==> src/rtl/io_space_pkg.sv <==
// Package with the address map, field layouts and reset values of the I/O register space.
package io_space_pkg;

   // ----------------------------------------
   // Address windows
   // ----------------------------------------
   localparam logic [7:0] short_io_last    = 8'h3f;
   localparam logic [7:0] bit_io_last      = 8'h1f;
   localparam logic [7:0] data_space_shift = 8'h20;
   localparam logic [7:0] ext_io_first     = 8'h60;
   localparam logic [7:0] ext_io_last      = 8'hff;
   localparam int         short_io_count   = 64;

   // ----------------------------------------
   // Register offsets (I/O addresses)
   // ----------------------------------------
   localparam logic [5:0] port_b_pin_input_addr        = 6'h03;
   localparam logic [5:0] port_b_direction_addr        = 6'h04;
   localparam logic [5:0] port_b_output_addr           = 6'h05;
   localparam logic [5:0] port_c_pin_input_addr        = 6'h06;
   localparam logic [5:0] port_c_direction_addr        = 6'h07;
   localparam logic [5:0] port_c_output_addr           = 6'h08;
   localparam logic [5:0] port_d_pin_input_addr        = 6'h09;
   localparam logic [5:0] port_d_direction_addr        = 6'h0a;
   localparam logic [5:0] port_d_output_addr           = 6'h0b;
   localparam logic [5:0] timer0_flags_addr            = 6'h15;
   localparam logic [5:0] timer1_flags_addr            = 6'h16;
   localparam logic [5:0] timer2_flags_addr            = 6'h17;
   localparam logic [5:0] pin_change_flags_addr        = 6'h1b;
   localparam logic [5:0] external_irq_flags_addr      = 6'h1c;
   localparam logic [5:0] external_irq_mask_addr       = 6'h1d;
   localparam logic [5:0] general_purpose_0_addr       = 6'h1e;
   localparam logic [5:0] nvm_data_control_addr        = 6'h1f;
   localparam logic [5:0] nvm_data_byte_addr           = 6'h20;
   localparam logic [5:0] nvm_address_low_addr         = 6'h21;
   localparam logic [5:0] nvm_address_high_addr        = 6'h22;
   localparam logic [5:0] timer_prescaler_control_addr = 6'h23;
   localparam logic [5:0] timer0_control_a_addr        = 6'h24;
   localparam logic [5:0] timer0_control_b_addr        = 6'h25;
   localparam logic [5:0] timer0_count_addr            = 6'h26;
   localparam logic [5:0] timer0_compare_a_addr        = 6'h27;
   localparam logic [5:0] timer0_compare_b_addr        = 6'h28;
   localparam logic [5:0] general_purpose_1_addr       = 6'h2a;
   localparam logic [5:0] general_purpose_2_addr       = 6'h2b;
   localparam logic [5:0] serial_periph_control_addr   = 6'h2c;
   localparam logic [5:0] serial_periph_status_addr    = 6'h2d;

   // ----------------------------------------
   // Implemented bits per register
   // ----------------------------------------
   localparam logic [7:0] port_c_bits_mask       = 8'h7f;
   localparam logic [7:0] timer0_flags_mask      = 8'h07;
   localparam logic [7:0] timer1_flags_mask      = 8'h27;
   localparam logic [7:0] timer2_flags_mask      = 8'h07;
   localparam logic [7:0] pin_change_flags_mask  = 8'h07;
   localparam logic [7:0] external_irq_mask_bits = 8'h03;
   localparam logic [7:0] nvm_control_mask       = 8'h3f;
   localparam logic [7:0] prescaler_ctrl_mask    = 8'h83;
   localparam logic [7:0] timer0_ctrl_a_mask     = 8'hf3;
   localparam logic [7:0] timer0_ctrl_b_mask     = 8'hcf;
   localparam logic [7:0] spi_status_wr_mask     = 8'h01;
   localparam logic [7:0] spi_status_ro_mask     = 8'hc0;
   localparam logic [7:0] reg_reset_value        = 8'h00;

   // ----------------------------------------
   // Access kinds issued by the core
   // ----------------------------------------
   typedef enum logic [2:0] {
      acc_none      = 3'b000,
      acc_io_read   = 3'b001,
      acc_io_write  = 3'b010,
      acc_mem_read  = 3'b011,
      acc_mem_write = 3'b100,
      acc_bit_set   = 3'b101,
      acc_bit_clear = 3'b110,
      acc_bit_test  = 3'b111
   } access_kind_t;

endpackage

==> src/rtl/io_register_space_decoder.sv <==
// Address decoder and register bank for the I/O register space of the core.
`timescale 1ns/1ps
`default_nettype none

// How it works
// - Bit set and clear on addresses 0x00-0x1F.
// - Bit test gives skip decision there.
// - Writing one clears a flag; zero keeps.
// - Bit operations touch only the addressed bit.
// - Short I/O access covers addresses 0x00-0x3F.
// - Data-space address equals I/O address plus 0x20.
// - Extended window reachable only by load/store.
// - Exactly 64 short locations; rest extended.
module io_register_space_decoder (
   input  wire  logic       mclk,
   input  wire  logic       sys_rst,
   input  wire  logic [2:0] access_kind,
   input  wire  logic [7:0] access_addr,
   input  wire  logic [2:0] bit_select,
   input  wire  logic [7:0] write_data,
   input  wire  logic [7:0] port_b_pins,
   input  wire  logic [7:0] port_c_pins,
   input  wire  logic [7:0] port_d_pins,
   input  wire  logic [7:0] timer0_events,
   input  wire  logic [7:0] timer1_events,
   input  wire  logic [7:0] timer2_events,
   input  wire  logic [7:0] pin_change_events,
   input  wire  logic [7:0] external_irq_events,
   input  wire  logic [7:0] spi_status_in,
   input  wire  logic [7:0] ext_read_data,
   output logic [7:0]       read_data,
   output logic             read_valid,
   output logic             skip_next,
   output logic             skip_valid,
   output logic             ext_write_strobe,
   output logic             ext_read_strobe,
   output logic [7:0]       ext_addr,
   output logic [7:0]       ext_write_data,
   output logic [63:0]      reg_write_strobe,
   output logic [7:0]       port_b_direction,
   output logic [7:0]       port_b_output,
   output logic [7:0]       port_c_direction,
   output logic [7:0]       port_c_output,
   output logic [7:0]       port_d_direction,
   output logic [7:0]       port_d_output,
   output logic [7:0]       timer0_flags,
   output logic [7:0]       timer1_flags,
   output logic [7:0]       timer2_flags,
   output logic [7:0]       pin_change_flags,
   output logic [7:0]       external_irq_flags,
   output logic [7:0]       external_irq_mask,
   output logic [7:0]       nvm_data_control,
   output logic [7:0]       timer_prescaler_control,
   output logic [7:0]       timer0_control_a,
   output logic [7:0]       timer0_control_b
);

   // ----------------------------------------
   // Input synchronisers for pins
   // ----------------------------------------
   logic [7:0] pin_b_meta_reg;
   logic [7:0] pin_b_sync_reg;
   logic [7:0] pin_c_meta_reg;
   logic [7:0] pin_c_sync_reg;
   logic [7:0] pin_d_meta_reg;
   logic [7:0] pin_d_sync_reg;

   always_ff @(posedge mclk) begin
      if (sys_rst) begin
         pin_b_meta_reg <= 8'h00;
         pin_b_sync_reg <= 8'h00;
         pin_c_meta_reg <= 8'h00;
         pin_c_sync_reg <= 8'h00;
         pin_d_meta_reg <= 8'h00;
         pin_d_sync_reg <= 8'h00;
      end else begin
         pin_b_meta_reg <= port_b_pins;
         pin_b_sync_reg <= pin_b_meta_reg;
         pin_c_meta_reg <= port_c_pins;
         pin_c_sync_reg <= pin_c_meta_reg;
         pin_d_meta_reg <= port_d_pins;
         pin_d_sync_reg <= pin_d_meta_reg;
      end
   end

   // ----------------------------------------
   // Address translation
   // ----------------------------------------
   io_space_pkg::access_kind_t kind;
   assign kind = io_space_pkg::access_kind_t'(access_kind);

   wire is_short  = (kind == io_space_pkg::acc_io_read) || (kind == io_space_pkg::acc_io_write);
   wire is_mem    = (kind == io_space_pkg::acc_mem_read) || (kind == io_space_pkg::acc_mem_write);
   wire is_bitop  = (kind == io_space_pkg::acc_bit_set) || (kind == io_space_pkg::acc_bit_clear)
                    || (kind == io_space_pkg::acc_bit_test);
   wire is_rd     = (kind == io_space_pkg::acc_io_read) || (kind == io_space_pkg::acc_mem_read);
   wire is_wr     = (kind == io_space_pkg::acc_io_write) || (kind == io_space_pkg::acc_mem_write);

   // Short instructions carry only a six-bit field, so the upper bits are ignored.
   wire [7:0] short_addr    = {2'b00, access_addr[5:0]};
   wire       short_in_rng  = short_addr <= io_space_pkg::short_io_last;
   wire [7:0] mem_io_addr   = access_addr - io_space_pkg::data_space_shift;
   wire       mem_hits_io   = (access_addr >= io_space_pkg::data_space_shift)
                              && (mem_io_addr <= io_space_pkg::short_io_last);
   wire       mem_hits_ext  = (access_addr >= io_space_pkg::ext_io_first)
                              && (access_addr <= io_space_pkg::ext_io_last);
   wire       bit_in_rng    = short_addr <= io_space_pkg::bit_io_last;

   wire       io_hit  = (is_short && short_in_rng) || (is_mem && mem_hits_io)
                        || (is_bitop && bit_in_rng);
   wire [5:0] io_addr = is_mem ? mem_io_addr[5:0] : short_addr[5:0];

   // ----------------------------------------
   // Register decode
   // ----------------------------------------
   wire [63:0] addr_onehot = 64'h0000_0000_0000_0001 << io_addr;

   wire sel_pin_b   = io_addr == io_space_pkg::port_b_pin_input_addr;
   wire sel_pin_c   = io_addr == io_space_pkg::port_c_pin_input_addr;
   wire sel_pin_d   = io_addr == io_space_pkg::port_d_pin_input_addr;
   wire sel_t0f     = io_addr == io_space_pkg::timer0_flags_addr;
   wire sel_t1f     = io_addr == io_space_pkg::timer1_flags_addr;
   wire sel_t2f     = io_addr == io_space_pkg::timer2_flags_addr;
   wire sel_pcf     = io_addr == io_space_pkg::pin_change_flags_addr;
   wire sel_eif     = io_addr == io_space_pkg::external_irq_flags_addr;
   wire sel_serial_periph_status    = io_addr == io_space_pkg::serial_periph_status_addr;

   // Writable mask per I/O address; zero marks reserved, read-only or flag locations.
   logic [7:0] wr_mask_of;
   always_comb begin
      wr_mask_of = 8'h00;
      if (io_addr == io_space_pkg::port_b_direction_addr ||
          io_addr == io_space_pkg::port_b_output_addr ||
          io_addr == io_space_pkg::port_d_direction_addr ||
          io_addr == io_space_pkg::port_d_output_addr ||
          io_addr == io_space_pkg::general_purpose_0_addr ||
          io_addr == io_space_pkg::general_purpose_1_addr ||
          io_addr == io_space_pkg::general_purpose_2_addr ||
          io_addr == io_space_pkg::nvm_data_byte_addr ||
          io_addr == io_space_pkg::nvm_address_low_addr ||
          io_addr == io_space_pkg::nvm_address_high_addr ||
          io_addr == io_space_pkg::timer0_count_addr ||
          io_addr == io_space_pkg::timer0_compare_a_addr ||
          io_addr == io_space_pkg::timer0_compare_b_addr ||
          io_addr == io_space_pkg::serial_periph_control_addr) begin
         wr_mask_of = 8'hff;
      end else if (io_addr == io_space_pkg::port_c_direction_addr ||
                   io_addr == io_space_pkg::port_c_output_addr) begin
         wr_mask_of = io_space_pkg::port_c_bits_mask;
      end else if (io_addr == io_space_pkg::external_irq_mask_addr) begin
         wr_mask_of = io_space_pkg::external_irq_mask_bits;
      end else if (io_addr == io_space_pkg::nvm_data_control_addr) begin
         wr_mask_of = io_space_pkg::nvm_control_mask;
      end else if (io_addr == io_space_pkg::timer_prescaler_control_addr) begin
         wr_mask_of = io_space_pkg::prescaler_ctrl_mask;
      end else if (io_addr == io_space_pkg::timer0_control_a_addr) begin
         wr_mask_of = io_space_pkg::timer0_ctrl_a_mask;
      end else if (io_addr == io_space_pkg::timer0_control_b_addr) begin
         wr_mask_of = io_space_pkg::timer0_ctrl_b_mask;
      end else if (io_addr == io_space_pkg::serial_periph_status_addr) begin
         wr_mask_of = io_space_pkg::spi_status_wr_mask;
      end
   end

   wire sel_flag = sel_t0f || sel_t1f || sel_t2f || sel_pcf || sel_eif;
   wire [7:0] bit_onehot = 8'h01 << bit_select;

   // Bit operations are masked to one bit, so no neighbour is written back.
   wire       bit_set  = (kind == io_space_pkg::acc_bit_set) && io_hit;
   wire       bit_clr  = (kind == io_space_pkg::acc_bit_clear) && io_hit;
   wire       any_wr   = (is_wr || bit_set || bit_clr) && io_hit;
   wire [7:0] op_mask  = (bit_set || bit_clr) ? bit_onehot : 8'hff;
   wire [7:0] op_data  = bit_set ? 8'hff : (bit_clr ? 8'h00 : write_data);

   // Reserved or read-only addresses get no strobe and the write is dropped.
   wire [7:0]  arr_mask   = wr_mask_of & op_mask;
   wire [63:0] arr_strobe = (any_wr && !sel_flag && (wr_mask_of != 8'h00))
                            ? addr_onehot : 64'h0;
   wire [7:0]  clr_pulse  = (any_wr && sel_flag) ? (op_data & op_mask) : 8'h00;

   // ----------------------------------------
   // Storage for plain read/write registers
   // ----------------------------------------
   logic [7:0]   arr_rd_data;
   logic [511:0] arr_flat;

   io_reg_array u_regs (
      .mclk        (mclk),
      .sys_rst     (sys_rst),
      .wr_strobe   (arr_strobe),
      .wr_bit_mask (arr_mask),
      .wr_data     (op_data),
      .rd_addr     (io_addr),
      .rd_data     (arr_rd_data),
      .flat_regs   (arr_flat)
   );

   // ----------------------------------------
   // Write-one-to-clear flag registers
   // ----------------------------------------
   logic [7:0] t0f_reg;
   logic [7:0] t1f_reg;
   logic [7:0] t2f_reg;
   logic [7:0] pcf_reg;
   logic [7:0] eif_reg;

   // A new event in the clearing cycle wins over the clear.
   wire [7:0] t0f_next = ((t0f_reg & ~(sel_t0f ? clr_pulse : 8'h00)) | timer0_events)
                         & io_space_pkg::timer0_flags_mask;
   wire [7:0] t1f_next = ((t1f_reg & ~(sel_t1f ? clr_pulse : 8'h00)) | timer1_events)
                         & io_space_pkg::timer1_flags_mask;
   wire [7:0] t2f_next = ((t2f_reg & ~(sel_t2f ? clr_pulse : 8'h00)) | timer2_events)
                         & io_space_pkg::timer2_flags_mask;
   wire [7:0] pcf_next = ((pcf_reg & ~(sel_pcf ? clr_pulse : 8'h00)) | pin_change_events)
                         & io_space_pkg::pin_change_flags_mask;
   wire [7:0] eif_next = ((eif_reg & ~(sel_eif ? clr_pulse : 8'h00)) | external_irq_events)
                         & io_space_pkg::external_irq_mask_bits;

   always_ff @(posedge mclk) begin
      if (sys_rst) begin
         t0f_reg <= io_space_pkg::reg_reset_value;
         t1f_reg <= io_space_pkg::reg_reset_value;
         t2f_reg <= io_space_pkg::reg_reset_value;
         pcf_reg <= io_space_pkg::reg_reset_value;
         eif_reg <= io_space_pkg::reg_reset_value;
      end else begin
         t0f_reg <= t0f_next;
         t1f_reg <= t1f_next;
         t2f_reg <= t2f_next;
         pcf_reg <= pcf_next;
         eif_reg <= eif_next;
      end
   end

   // ----------------------------------------
   // Read path
   // ----------------------------------------
   logic [7:0] live_rd_reg;
   logic       use_live_reg;
   logic       io_rd_reg;
   logic       ext_rd_reg;
   logic [2:0] bit_sel_reg;
   logic       test_reg;

   wire io_rd_now  = (is_rd || (kind == io_space_pkg::acc_bit_test)) && io_hit;
   wire ext_rd_now = (kind == io_space_pkg::acc_mem_read) && mem_hits_ext;
   wire ext_wr_now = (kind == io_space_pkg::acc_mem_write) && mem_hits_ext;

   logic [7:0] live_value;
   always_comb begin
      live_value = 8'h00;
      if (sel_pin_b) begin
         live_value = pin_b_sync_reg;
      end else if (sel_pin_c) begin
         live_value = pin_c_sync_reg & io_space_pkg::port_c_bits_mask;
      end else if (sel_pin_d) begin
         live_value = pin_d_sync_reg;
      end else if (sel_t0f) begin
         live_value = t0f_reg;
      end else if (sel_t1f) begin
         live_value = t1f_reg;
      end else if (sel_t2f) begin
         live_value = t2f_reg;
      end else if (sel_pcf) begin
         live_value = pcf_reg;
      end else if (sel_eif) begin
         live_value = eif_reg;
      end else if (sel_serial_periph_status) begin
         live_value = (spi_status_in & io_space_pkg::spi_status_ro_mask)
                      | (arr_flat[io_space_pkg::serial_periph_status_addr*8 +: 8]
                         & io_space_pkg::spi_status_wr_mask);
      end
   end

   wire live_sel = sel_pin_b || sel_pin_c || sel_pin_d || sel_flag || sel_serial_periph_status;

   always_ff @(posedge mclk) begin
      if (sys_rst) begin
         live_rd_reg  <= 8'h00;
         use_live_reg <= 1'b0;
         io_rd_reg    <= 1'b0;
         ext_rd_reg   <= 1'b0;
         bit_sel_reg  <= 3'b000;
         test_reg     <= 1'b0;
      end else begin
         live_rd_reg  <= live_value;
         use_live_reg <= live_sel;
         io_rd_reg    <= io_rd_now;
         ext_rd_reg   <= ext_rd_now;
         bit_sel_reg  <= bit_select;
         test_reg     <= (kind == io_space_pkg::acc_bit_test) && io_hit;
      end
   end

   // Unmapped array cells hold zero since they never get a strobe.
   wire [7:0] io_value = use_live_reg ? live_rd_reg : arr_rd_data;
   wire [7:0] rd_value = io_rd_reg ? io_value : (ext_rd_reg ? ext_read_data : 8'h00);

   always_ff @(posedge mclk) begin
      if (sys_rst) begin
         read_data        <= 8'h00;
         read_valid       <= 1'b0;
         skip_next        <= 1'b0;
         skip_valid       <= 1'b0;
         ext_write_strobe <= 1'b0;
         ext_read_strobe  <= 1'b0;
         ext_addr         <= 8'h00;
         ext_write_data   <= 8'h00;
         reg_write_strobe <= 64'h0;
      end else begin
         read_data        <= rd_value;
         read_valid       <= io_rd_reg || ext_rd_reg;
         // Skip when the tested bit is set; a skip-if-clear caller inverts it.
         skip_next        <= test_reg && io_value[bit_sel_reg];
         skip_valid       <= test_reg;
         ext_write_strobe <= ext_wr_now;
         ext_read_strobe  <= ext_rd_now;
         ext_addr         <= access_addr;
         ext_write_data   <= write_data;
         reg_write_strobe <= arr_strobe | (sel_flag && any_wr ? addr_onehot : 64'h0);
      end
   end

   // ----------------------------------------
   // Register views driven out
   // ----------------------------------------
   always_ff @(posedge mclk) begin
      if (sys_rst) begin
         port_b_direction        <= 8'h00;
         port_b_output           <= 8'h00;
         port_c_direction        <= 8'h00;
         port_c_output           <= 8'h00;
         port_d_direction        <= 8'h00;
         port_d_output           <= 8'h00;
         timer0_flags            <= 8'h00;
         timer1_flags            <= 8'h00;
         timer2_flags            <= 8'h00;
         pin_change_flags        <= 8'h00;
         external_irq_flags      <= 8'h00;
         external_irq_mask       <= 8'h00;
         nvm_data_control        <= 8'h00;
         timer_prescaler_control <= 8'h00;
         timer0_control_a        <= 8'h00;
         timer0_control_b        <= 8'h00;
      end else begin
         port_b_direction        <= arr_flat[io_space_pkg::port_b_direction_addr*8 +: 8];
         port_b_output           <= arr_flat[io_space_pkg::port_b_output_addr*8 +: 8];
         port_c_direction        <= arr_flat[io_space_pkg::port_c_direction_addr*8 +: 8];
         port_c_output           <= arr_flat[io_space_pkg::port_c_output_addr*8 +: 8];
         port_d_direction        <= arr_flat[io_space_pkg::port_d_direction_addr*8 +: 8];
         port_d_output           <= arr_flat[io_space_pkg::port_d_output_addr*8 +: 8];
         timer0_flags            <= t0f_reg;
         timer1_flags            <= t1f_reg;
         timer2_flags            <= t2f_reg;
         pin_change_flags        <= pcf_reg;
         external_irq_flags      <= eif_reg;
         external_irq_mask       <= arr_flat[io_space_pkg::external_irq_mask_addr*8 +: 8];
         nvm_data_control        <= arr_flat[io_space_pkg::nvm_data_control_addr*8 +: 8];
         timer_prescaler_control <= arr_flat[io_space_pkg::timer_prescaler_control_addr*8 +: 8];
         timer0_control_a        <= arr_flat[io_space_pkg::timer0_control_a_addr*8 +: 8];
         timer0_control_b        <= arr_flat[io_space_pkg::timer0_control_b_addr*8 +: 8];
      end
   end

endmodule

`default_nettype wire

==> src/rtl/io_reg_array.sv <==
// Small register memory for the 64 short I/O locations with registered read data.
`timescale 1ns/1ps
`default_nettype none

module io_reg_array (
   input  wire  logic       mclk,
   input  wire  logic       sys_rst,
   input  wire  logic [63:0] wr_strobe,
   input  wire  logic [7:0] wr_bit_mask,
   input  wire  logic [7:0] wr_data,
   input  wire  logic [5:0] rd_addr,
   output logic [7:0]       rd_data,
   output logic [511:0]     flat_regs
);

   logic [7:0] cell_reg [0:63];

   genvar g;
   generate
      for (g = 0; g < 64; g++) begin : g_cell
         always_ff @(posedge mclk) begin
            if (sys_rst) begin
               cell_reg[g] <= io_space_pkg::reg_reset_value;
            end else if (wr_strobe[g]) begin
               cell_reg[g] <= (cell_reg[g] & ~wr_bit_mask) | (wr_data & wr_bit_mask);
            end
         end
         assign flat_regs[g*8 +: 8] = cell_reg[g];
      end
   endgenerate

   always_ff @(posedge mclk) begin
      if (sys_rst) begin
         rd_data <= io_space_pkg::reg_reset_value;
      end else begin
         rd_data <= cell_reg[rd_addr];
      end
   end

endmodule

`default_nettype wire

==> config.mk <==
export PLATFORM = sky130hd
export DESIGN_NAME = io_register_space_decoder
export DESIGN_NICKNAME = d
export VERILOG_FILES = /design/src/rtl/io_space_pkg.sv /design/src/rtl/io_register_space_decoder.sv /design/src/rtl/io_reg_array.sv
export SDC_FILE = /design/constraint.sdc
export NUM_CORES = 1
export LEC_CHECK = 0
export BUFFER_PORTS_ARGS = -buffer_cell sky130_fd_sc_hd__buf_4
export CAP_MARGIN = 30
export CORE_UTILIZATION = 53
export CTS_CLUSTER_DIAMETER = 200
export CTS_CLUSTER_SIZE = 24
export DETAILED_ROUTE_END_ITERATION = 10
export GPL_TIMING_DRIVEN = 0
export PLACE_DENSITY_LB_ADDON = 0.1
export SLEW_MARGIN = 30
export SYNTH_ARGS = -nofsm -noshare
export SYNTH_HDL_FRONTEND = slang
export SYNTH_SLANG_ARGS = --single-unit
==> constraint.sdc <==
create_clock -name mclk -period 3 [get_ports mclk]
set_input_delay 0.3 -clock mclk [delete_from_list [all_inputs] [get_ports mclk]]
set_output_delay 0.3 -clock mclk [all_outputs]
set_load 0.05 [all_outputs]
* Yosys cells after proc, flatten, opt, wreduce, memory -nomap -nowiden
Memory sizes are Yosys's and may differ from the RTL's. A register that Yosys moved wholly into a read port is not among the register bits.
Cells that the tools add are included.
** Operators by class
- $add $sub $neg :: 1
- Magnitude comparators :: 7
- Equal/unequal tests :: 37
- Shift operators :: 2
- Muxes and demuxes :: 292
- Bitwise logic cells :: 213
- Reductions and logical operators :: 53
** Operator list (count)
- 8-bit two-way mux :: 86
- 8-bit bitwise AND :: 66
- 8-bit bitwise OR :: 64
- 1-bit two-way mux :: 196
- 64-bit two-way mux :: 2
- 6-bit equality test, second input constant :: 13
- 1-bit bitwise OR :: 64
- 64-bit bitwise OR :: 1
- 1-bit by 6-bit left shift with 64-bit output, first input constant :: 1
- 6-bit by 5-bit equality test with 1-bit output, second input constant :: 8
- 1-bit logical OR :: 35
- 6-bit by 3-bit equality test with 1-bit output, second input constant :: 4
- 6-bit by 4-bit equality test with 1-bit output, second input constant :: 4
- 6-bit two-way mux :: 3
- 1-bit logical AND :: 16
- 6-bit bitwise AND :: 2
- 3-bit equality test, second input constant :: 4
- 3-bit bitwise AND :: 3
- 3-bit two-way mux :: 3
- 3-bit inverter :: 3
- 3-bit bitwise OR :: 3
- 8-bit by 6-bit >= comparator with 1-bit output, second input constant :: 1
- 8-bit by 7-bit >= comparator with 1-bit output, second input constant :: 1
- 8-bit by 6-bit <= comparator with 1-bit output, second input constant :: 1
- 20 further kinds :: 21
** Storage, ports and cells
- Register bits after elaboration :: 296
- RAM bits :: 512
- Output and inout port bits :: 221
- Memories kept :: 1
** Memories
- u_regs.cell_reg :: depth 64, bits a word 8, read ports 65, clocked after Yosys merged registers in 1, write ports 64, line io_reg_array.sv:16 : logic [7:0] cell_reg [0:63];

* Logic depth before layout (Yosys ltp)
Gate-level depths: netlist of the first run.
- Depth in word-level cells :: 25
- Depth in mapped cells :: 11
- Gate-level depth less buffers :: 9

* Cells and area by module
A second synthesis of the first run with hierarchy kept.
** Unflattened totals
- Cell total of the unflattened synthesis :: 3067
- Area, all modules :: 36120.9 um^2
** By module, submodules not included
- io_reg_array :: times used 1, cells an instance 2190, area each 27076.0 um^2, seq. area each 15534.9 um^2
- io_register_space_decoder :: times used 1, cells an instance 877, area each 9044.9 um^2, seq. area each 5425.2 um^2

* Worst setup path before layout of the first run
OpenSTA, ideal clock, no wires.
- Kind :: input to register
- Start point :: input port access_kind[1]
- End point :: memory u_regs.cell_reg[7][0] (enable)
- Data arrival time :: 2.727 ns
- Path slack :: -0.111 ns
- Stages on the path :: 11
- Path buffers :: 4
- Cell sequence :: buf_4 -> and3b_1 -> o21ai_1 -> nand2_2 -> buf_6 -> a311o_2 -> nand3_4 -> o21ai_2 -> buf_2 -> buf_2 -> o21ai_0
** RTL lines
- start: declaration :: line io_register_space_decoder.sv:17 : input wire logic [2:0] access_kind,
- end: declaration :: line io_reg_array.sv:16

==> flow_summary.ini, run 1 <==
[status]
status = finished, violations left
violations = setup timing

[synthesis]
ys_top_cells_by_area = edfxtp_1 (49%), dfxtp_1 (18%), mux4_2 (12%)
synth_top_area_share_pct = 48.9
syn_area_per_cell_um2 = 15.1
syn_inst = 2080
synth.most_common_cell = edfxtp_1
async_flop_share_pct = 0
ys_ff_latch = 791
synth_warnings = 0
ys_seq_area_share_pct = 66.7
synth_commonest_cells = edfxtp_1 (512), dfxtp_1 (279), mux4_2 (169), nor2b_1 (169), clkbuf_1 (135)
synth_ff_type = edfxtp_1
yosysTopAreaCell = edfxtp_1
synth_area_um2 = 31400
synth-edff-count = 512
ys_types = 69

[sta]
min_period_over_period_pct = 103
fin_ws_ps = -86.1
setup_viol = 9
worst_pin_slew_ps = 1300
finalHoldViolCount = 0
slew_violations = 0
fin_skew_ps = 34.1
post-route-min-period_ps = 3090
fmax_ghz = 0.324
whs_ps = 29.5
slew_headroom_pct = 13.3
rsz0062_at_grt = true
setup_tns_ps = -624

[grt]
grt_overflow = 0
grtUsageTotal_pct = 31.7
grt_max_degree = 26
grt_pass1_vias = 20400
grt_first_pass_wirelength_mm = 136
antenna_found_initial = 1

[route]
routed_wl_mm = 95.2
drtIter0Drc = 2337
avgRoutedWirePerCell_um = 26.3
viasPerCell = 5.74
top_layer = met4
drc_errors = 0
dr.pass1.iters = 5
vias = 20800
met1_length_mm = 36.6
drtAntennaViolNets = 0
wl_met3_mm = 9.36
met2_length_mm = 44.4

[worst_setup_path]
cp_max_fo = 10
crit_path_max_incr_delay_ps = 730
end_kind = flip-flop
cp_cell_sequence = buf_4 > nor3b_4 > nor3_1 > buf_2 > nor3_1 > clkbuf_1 > nand3_1 > o21ai_4
cp.required_ps = 3260
crit_slowest_cell = nand3_1
worst_ep_arrival_time_ps = 3350
startpoint_type = primary input
path_class = in -> reg
cp_common_cell = nor3_1

[place]
port_buffers = 263
routabilityCongestion = 1.01
dp_hpwl_mm = 68.9

[clock_network]
cts.sinks = 791
cts-root-buf = clkbuf_16
clk_pin_slew_worst_paths_ps = 100
clk_latency_ps = 630
cts_setup_buffers = 0
htree_levels = 2
numCtsBuffers = 38
tritoncts = done
clockBufferDepth = 3

[floorplan]
ios = 325
rows = 88
die_x_um = 246
core_area_um2 = 58100
die_y_um = 246
die_area_um2 = 60300
start_util_pct = 54.1

[layout]
drive_gt1_share_pct = 23.3
nNetsFinal = 2941
area_growth_pct = 20.1
largest_reg_flops = 512
antenna_cells = 0

[power_and_ir_drop]
p_leak_uw = 0.0138
ir_worst_vdd_uv = 445
powerDensity_nw_per_um2 = 563
finalPower_uw = 21300

[min_path]
min_path_type = in -> reg

[flow_run]
cap_violations = 0
## cells in the final DEF (no fill, tap or decap), types with 73 or more instances in the layout
cell | netlist | layout
nor2_1 | 74 | 73
edfxtp_1 | 512 | 512
a21oi_1 | 89 | 88
clkbuf_1 | 135 | 147
mux4_2 | 169 | 169
dfxtp_1 | 279 | 279
conb_1 | 1 | 398
nor2b_1 | 169 | 169
buf_4 | 29 | 293
## through the flow
step                cells  setup WS, ps  util [%]  area (um2)
CTS                  3627         -42.0      64.7       37600
detailed placement   3507         -1030      61.8       35900
finish               3626         -86.1      64.9       37700
global route         3626          -225      64.9       37700
floorplan            2477          -111         -       32900
global placement     3505         -1340      61.7       35900
## per-layer routing
| metal | up-vias | track usage [%] |
|---|---|---|
| met1 | 10300 | 42.7 |
| li1 | 9012 | - |
| met3 | 230 | 6.29 |
| met4 | 0 | 14.7 |
| met5 | - | 0 |
| met2 | 1248 | 49.9 |
## critical path: cells and delay by family
| kind | cells | cell delay, ps |
|---|---|---|
| AOI/OAI and AO/OA | 1 | 620 |
| buffers and inverters | 3 | 840 |
| and+or+nand+nor | 4 | 1560 |
## final timing paths
check,start,end,slack [ps],cells after the start
min reg2reg,pin_c_meta_reg[1],pin_c_sync_reg[1],440,1
max reg2reg,u_regs.cell_reg[4][7],u_regs.rd_data[7],480,4
max,access_kind[0],u_regs.cell_reg[44][7],-90,8
min,access_kind[0],test_reg,30,2
## kinds of logic after synthesis
logic type	Yosys count	synth area share, %
other	1	0.0119
buffers and inverters	242	3.55
and+or+nand+nor	522	9.17
xor gates and xnor gates	2	0.0557
DFF	791	66.7
AOI/OAI and AO/OA	339	7.93
muxes	181	12.5
adders and majority gates	2	0.0796
## area by class of cell
class	count	area (um2)
Buffer	227	1090
Clock buffer	65	1070
Clock inverter	1	8.76
Fill cell	4459	20400
Inverter	14	52.6
Multi-Input combinational cell	1444	11100
Sequential cell	791	21000
Tap cell	765	957
Timing Repair Buffer	319	2530
## timing repair
item / 4_1_cts / 5_1_grt
resized for setup: 22 / 40
hold endpoints to repair: 54 / 0
hold buffers: 54 / 0
endpoints found under the setup margin: 184 / 220
## where the power goes
part | switching [uW] | total [uW] | internal (uW)
registers | 242 | 12500 | 12200
logic | 1930 | 2950 | 1030
clock network | 3370 | 5840 | 2480
total | 5540 | 21300 | 15700
No activity file was read; power rests on OpenSTA's default activity.
==> inputs of run 2 (changes only) <==
- HOLD_SLACK_MARGIN: default -> 0.06
==> run 2 against run 1 <==
Largest power group unchanged. Worst hold slack improved by 24 ps. Die area unchanged. First-iteration DRC count increased by 2.1%. Critical path type unchanged. Largest cell class unchanged. Total power about the same. The run still ends with setup timing left. Setup slack got worse by 35 ps. Sequential power about the same. Routed wire length increased by 0.11%. Register-to-register slack about the same.
==> flow_summary.ini, run 2 (synthesis results as in run 1) <==
[worst_setup_path]
cp_common_cell = nor3_1
crit_slowest_cell = nand3_1
cp_cell_sequence = buf_4 > nor3b_4 > nor3_1 > buf_2 > nor3_1 > clkbuf_1 > nand3_1 > o21ai_4
path_class = in -> reg
end_kind = flip-flop
worst_ep_arrival_time_ps = 3380
crit_path_max_incr_delay_ps = 720
cp.required_ps = 3260
startpoint_type = primary input
cp_max_fo = 10

[place]
dp.cells = 3507
dp_hpwl_mm = 68.9
routabilityCongestion = 1.01
placed_cell_area_um2 = 35900
port_buffers = 263

[route]
avgRoutedWirePerCell_um = 26.2
vias = 20900
drtIter0Drc = 2387
drtAntennaViolNets = 0
dr.pass1.iters = 6
viasPerCell = 5.75
routed_wl_mm = 95.3
drc_errors = 0

[clock_network]
htree_levels = 2
tritoncts = done
clk_latency_ps = 630
cts.sinks = 791
numCtsBuffers = 38
clockBufferDepth = 3
clk_pin_slew_worst_paths_ps = 100
cts_setup_buffers = 0
cts-root-buf = clkbuf_16

[layout]
area_growth_pct = 20.2
final_common_cell = edfxtp_1
finalInstanceArea_um2 = 37800
instances_no_fill = 3633
layout_common_cells = edfxtp_1 (512), conb_1 (398), buf_4 (294)
largest_reg_flops = 512
fin_util_pct = 65.0
drive_gt1_share_pct = 23.2
antenna_cells = 0
nNetsFinal = 2948

[power_and_ir_drop]
p_leak_uw = 0.0139
switchingPower_uw = 5540
pwr-share-comb_pct = 13.9
ir_worst_vdd_uv = 448
p_sw_share_pct = 26.0
intPower_uw = 15700
powerDensity_nw_per_um2 = 563
seqPwrFrac_pct = 58.6
pwr-share-clk_pct = 27.5

[sta]
post-route-min-period_ps = 3120
setup_viol = 9
slew_violations = 0
setup_tns_ps = -897
finalHoldViolCount = 0
whs_ps = 53.9
rsz0062_at_grt = true
fmax_ghz = 0.320
slew_headroom_pct = 21.8
fin_ws_ps = -121
worst_pin_slew_ps = 1170
min_period_over_period_pct = 104
fin_skew_ps = 38.0

[status]
violations = setup timing
status = finished, violations left

[floorplan]
rows = 88
die_y_um = 246
core_area_um2 = 58100
die_x_um = 246
start_util_pct = 54.1
ios = 325
die_area_um2 = 60300

[flow_run]
cap_violations = 0

[grt]
grtUsageTotal_pct = 31.8
grt_pass1_vias = 20500
antenna_found_initial = 1
grt_max_degree = 26
grt_first_pass_wirelength_mm = 136
grt_overflow = 0

[min_path]
min_path_type = in -> reg
## run 2: through the flow
| step | setup slack [ps] | power [uW] |
|---|---|---|
| 6_report | -121 | 21300 |
| 5_1_grt | -237 | 21900 |
| 4_1_cts | -42.0 | 21200 |
| 3_5_place_dp | -1030 | 15500 |
| 3_3_place_gp | -1340 | 15400 |
| 2_1_floorplan | -111 | 14400 |
## run 2: final cells by class
type / count / area [um2]
repair buffers: 326 / 2600
clock inverters: 1 / 8.76
multi-input cells: 1444 / 11000
inverters: 14 / 52.6
fillers: 4459 / 20400
well taps: 765 / 957
flip-flops and latches: 791 / 21000
clock buffers: 65 / 1070
plain buffers: 227 / 1090
## run 2: worst paths after layout
kind,end,depth (start not counted),slack [ps],from
worst max-delay path,u_regs.cell_reg[44][7],8,-120,access_kind[0]
worst min-delay path,live_rd_reg[6],3,50,spi_status_in[6]
worst max register to register,u_regs.rd_data[7],4,470,u_regs.cell_reg[4][7]
worst min register to register,pin_c_sync_reg[1],1,440,pin_c_meta_reg[1]
## run 2: worst max-delay path, delay by kind of cell
family	cells	cell delay (ps)
AND/OR/NAND/NOR	4	1570
buffers and inverters	3	850
AO/OA/AOI/OAI	1	630
## run 2: power by group through the flow
stage / Sequential [uW] / Combinational [uW] / Clock (uW)
after floorplan: 12900 / 1470 / 0
after global placement: 12700 / 2760 / 0
after detailed placement: 12700 / 2780 / 0
after CTS: 12500 / 2870 / 5920
after global routing: 12500 / 3060 / 6280
final: 12500 / 2950 / 5850
## run 2: what timing repair did
action                                  in CTS  in global routing
endpoints found under the setup margin     184                223
hold buffers                                60                  1
gates resized for setup                     22                 35
endpoints found under the hold margin       60                  1
cloned                                       0                  0
## run 2: per-layer routing
metal	vias to the layer above	GRT usage (%)	wire, um
met5	-	0	0
met4	0	15.1	4720
met3	222	6.30	9370
met2	1209	49.8	44500
met1	10400	42.8	36700
li1	9028	-	-
==> inputs of run 3 (changes only) <==
- CORE_UTILIZATION: 53 -> 45
==> run 3 against run 2 <==
The run now ends clean. Critical path type unchanged. Sequential share of layout area fell by 0.47 points. Largest power group unchanged. Critical endpoint is now u_regs.cell_reg[29][2]. Critical path depth up 2. Total power is 0.29% higher. Register-to-register slack got worse by 150 ps. Die area increased by 18%. Via count fell by 1.7%. Sequential power is essentially flat. Highest routed layer is now met5. Core utilization shrank 9.6 points. Non-clock buffer count is 1 higher.
==> flow_summary.ini, run 3 (synthesis results as in run 1) <==
[floorplan]
start_util_pct = 45.7
die_area_um2 = 70900
core_area_um2 = 68800
die_y_um = 266
rows = 96
die_x_um = 266
ios = 325

[power_and_ir_drop]
pwr-share-clk_pct = 27.6
pwr-share-comb_pct = 14.0
seqPwrFrac_pct = 58.4
p_leak_uw = 0.0139
finalPower_uw = 21300
ir_worst_vdd_uv = 341
switchingPower_uw = 5580
p_sw_share_pct = 26.2
intPower_uw = 15700
powerDensity_nw_per_um2 = 560

[layout]
multi_input_comb_area_um2 = 11100
seq_area_um2 = 21000
largest_reg_flops = 512
area_growth_pct = 21.2
layout_common_cells = edfxtp_1 (512), conb_1 (398), buf_4 (298)
final_common_cell = edfxtp_1
nNetsFinal = 2949
drive_gt1_share_pct = 23.4
nFillCells = 5707
fin_util_pct = 55.4
finalInstanceArea_um2 = 38100

[worst_setup_path]
cp_cell_sequence = buf_4 > clkbuf_1 > nor3_1 > buf_2 > o21ai_2 > a21oi_1 > or2_1 > buf_2 > clkbuf_1 > nor4_1
cp_max_fo = 10
cp.required_ps = 3320
crit_slowest_cell = clkbuf_1
path_class = in -> reg
path_buf_inv = 5
crit_path_max_incr_delay_ps = 650
worst_ep_arrival_time_ps = 3310
crit_family = buffers and inverters
end_kind = flip-flop
startpoint_type = primary input

[route]
viasPerCell = 5.40
drtIter0Drc = 1986
drc_errors = 0
avgRoutedWirePerCell_um = 25.6
routed_wl_mm = 97.4
drtAntennaViolNets = 0
vias = 20500
dr.pass1.iters = 6

[sta]
fin_skew_ps = 30.3
fmax_ghz = 0.335
setup_viol = 0
finalHoldViolCount = 0
slew_violations = 0
worst_pin_slew_ps = 1170
fin_ws_ps = 18.4
min_period_over_period_pct = 99.4
rsz0062_at_grt = true
slew_headroom_pct = 22.2
post-route-min-period_ps = 2980

[clock_network]
cts-root-buf = clkbuf_16
clk_pin_slew_worst_paths_ps = 100
htree_levels = 2
cts.sinks = 791
numCtsBuffers = 38
clk_latency_ps = 620
clockBufferDepth = 3
tritoncts = done

[status]
status = complete, no violations

[flow_run]
cap_violations = 0

[place]
routabilityCongestion = 0.987
port_buffers = 263
place_ws_ps = -1120
dp_hpwl_mm = 72.1
placed_cell_area_um2 = 36200

[grt]
antenna_found_initial = 6
grt_pass1_vias = 20500
grt_overflow = 0
grt_first_pass_wirelength_mm = 138
grt_max_degree = 26
grtUsageTotal_pct = 27.4

[min_path]
min_path_type = in -> reg
-- run 3: cell types whose count changed in the layout (fill, tap and decap cells not counted), sizes merged --
cell         before  now
buf             351  356
dlygate4sd3      61   58
diode             0    3
-- run 3: layout make-up --
class | count | share of cell area, %
diodes | 3 | 0.0197
plain buffers | 228 | 2.94
clock buffers | 66 | 2.83
clock inverters | 1 | 0.0230
inverters | 14 | 0.138
multi-input cells | 1444 | 29.2
flip-flops and latches | 791 | 55.0
well taps | 931 | 3.06
repair buffers | 326 | 6.81
-- run 3: tightest hold or removal path: cells and delay by family --
kind	cells	cell delay [ps]
buffers and inverters	1	80
AND/OR/NAND/NOR	3	220
AO/OA/AOI/OAI	1	50
-- run 3: power by group through the flow --
stage / Sequential [uW] / Combinational [uW] / Clock [uW]
after CTS: 12500 / 2910 / 6010
final: 12500 / 2980 / 5900
after global placement: 12700 / 2800 / 0
after global routing: 12500 / 3100 / 6340
after floorplan: 12900 / 1470 / 0
after detailed placement: 12700 / 2820 / 0
-- run 3: routing by layer --
layer  vias to the layer above  GRT usage (%)  part of all wire [%]
met3                       198           4.46                   8.3
met5                         -              0                 0.012
met1                     10200           34.7                    38
met2                      1058           46.0                    48
met4                         2           12.8                   4.9
li1                       9034              -                     -
-- run 3: timing repair --
action,CTS,global route
buffers inserted,0,0
hold buffers,58,0
endpoints found under the hold margin,58,0
setup endpoints to repair,180,196
resized for setup,35,39
-- run 3: worst paths after layout --
| kind | start | to | slack, ps | cells past startpoint |
|---|---|---|---|---|
| setup / recovery | access_addr[5] | u_regs.cell_reg[29][2] | 20 | 10 |
| hold / removal | ext_read_data[6] | read_data[6] | 80 | 5 |
| setup reg to reg | u_regs.cell_reg[4][2] | u_regs.rd_data[2] | 320 | 4 |
| hold reg to reg | pin_b_meta_reg[3] | pin_b_sync_reg[3] | 440 | 1 |
-- run 3: through the flow --
| step | cells | TNS, ps | hold WS [ps] |
|---|---|---|---|
| 2_1_floorplan | 2477 | -6000 | 414 |
| 3_3_place_gp | 3671 | -372630 | 430 |
| 3_5_place_dp | 3676 | -241420 | 423 |
| 4_1_cts | 3801 | -4.91 | 62.8 |
| 5_1_grt | 3801 | -888 | 107 |
| 6_report | 3804 | 0 | 76.2 |
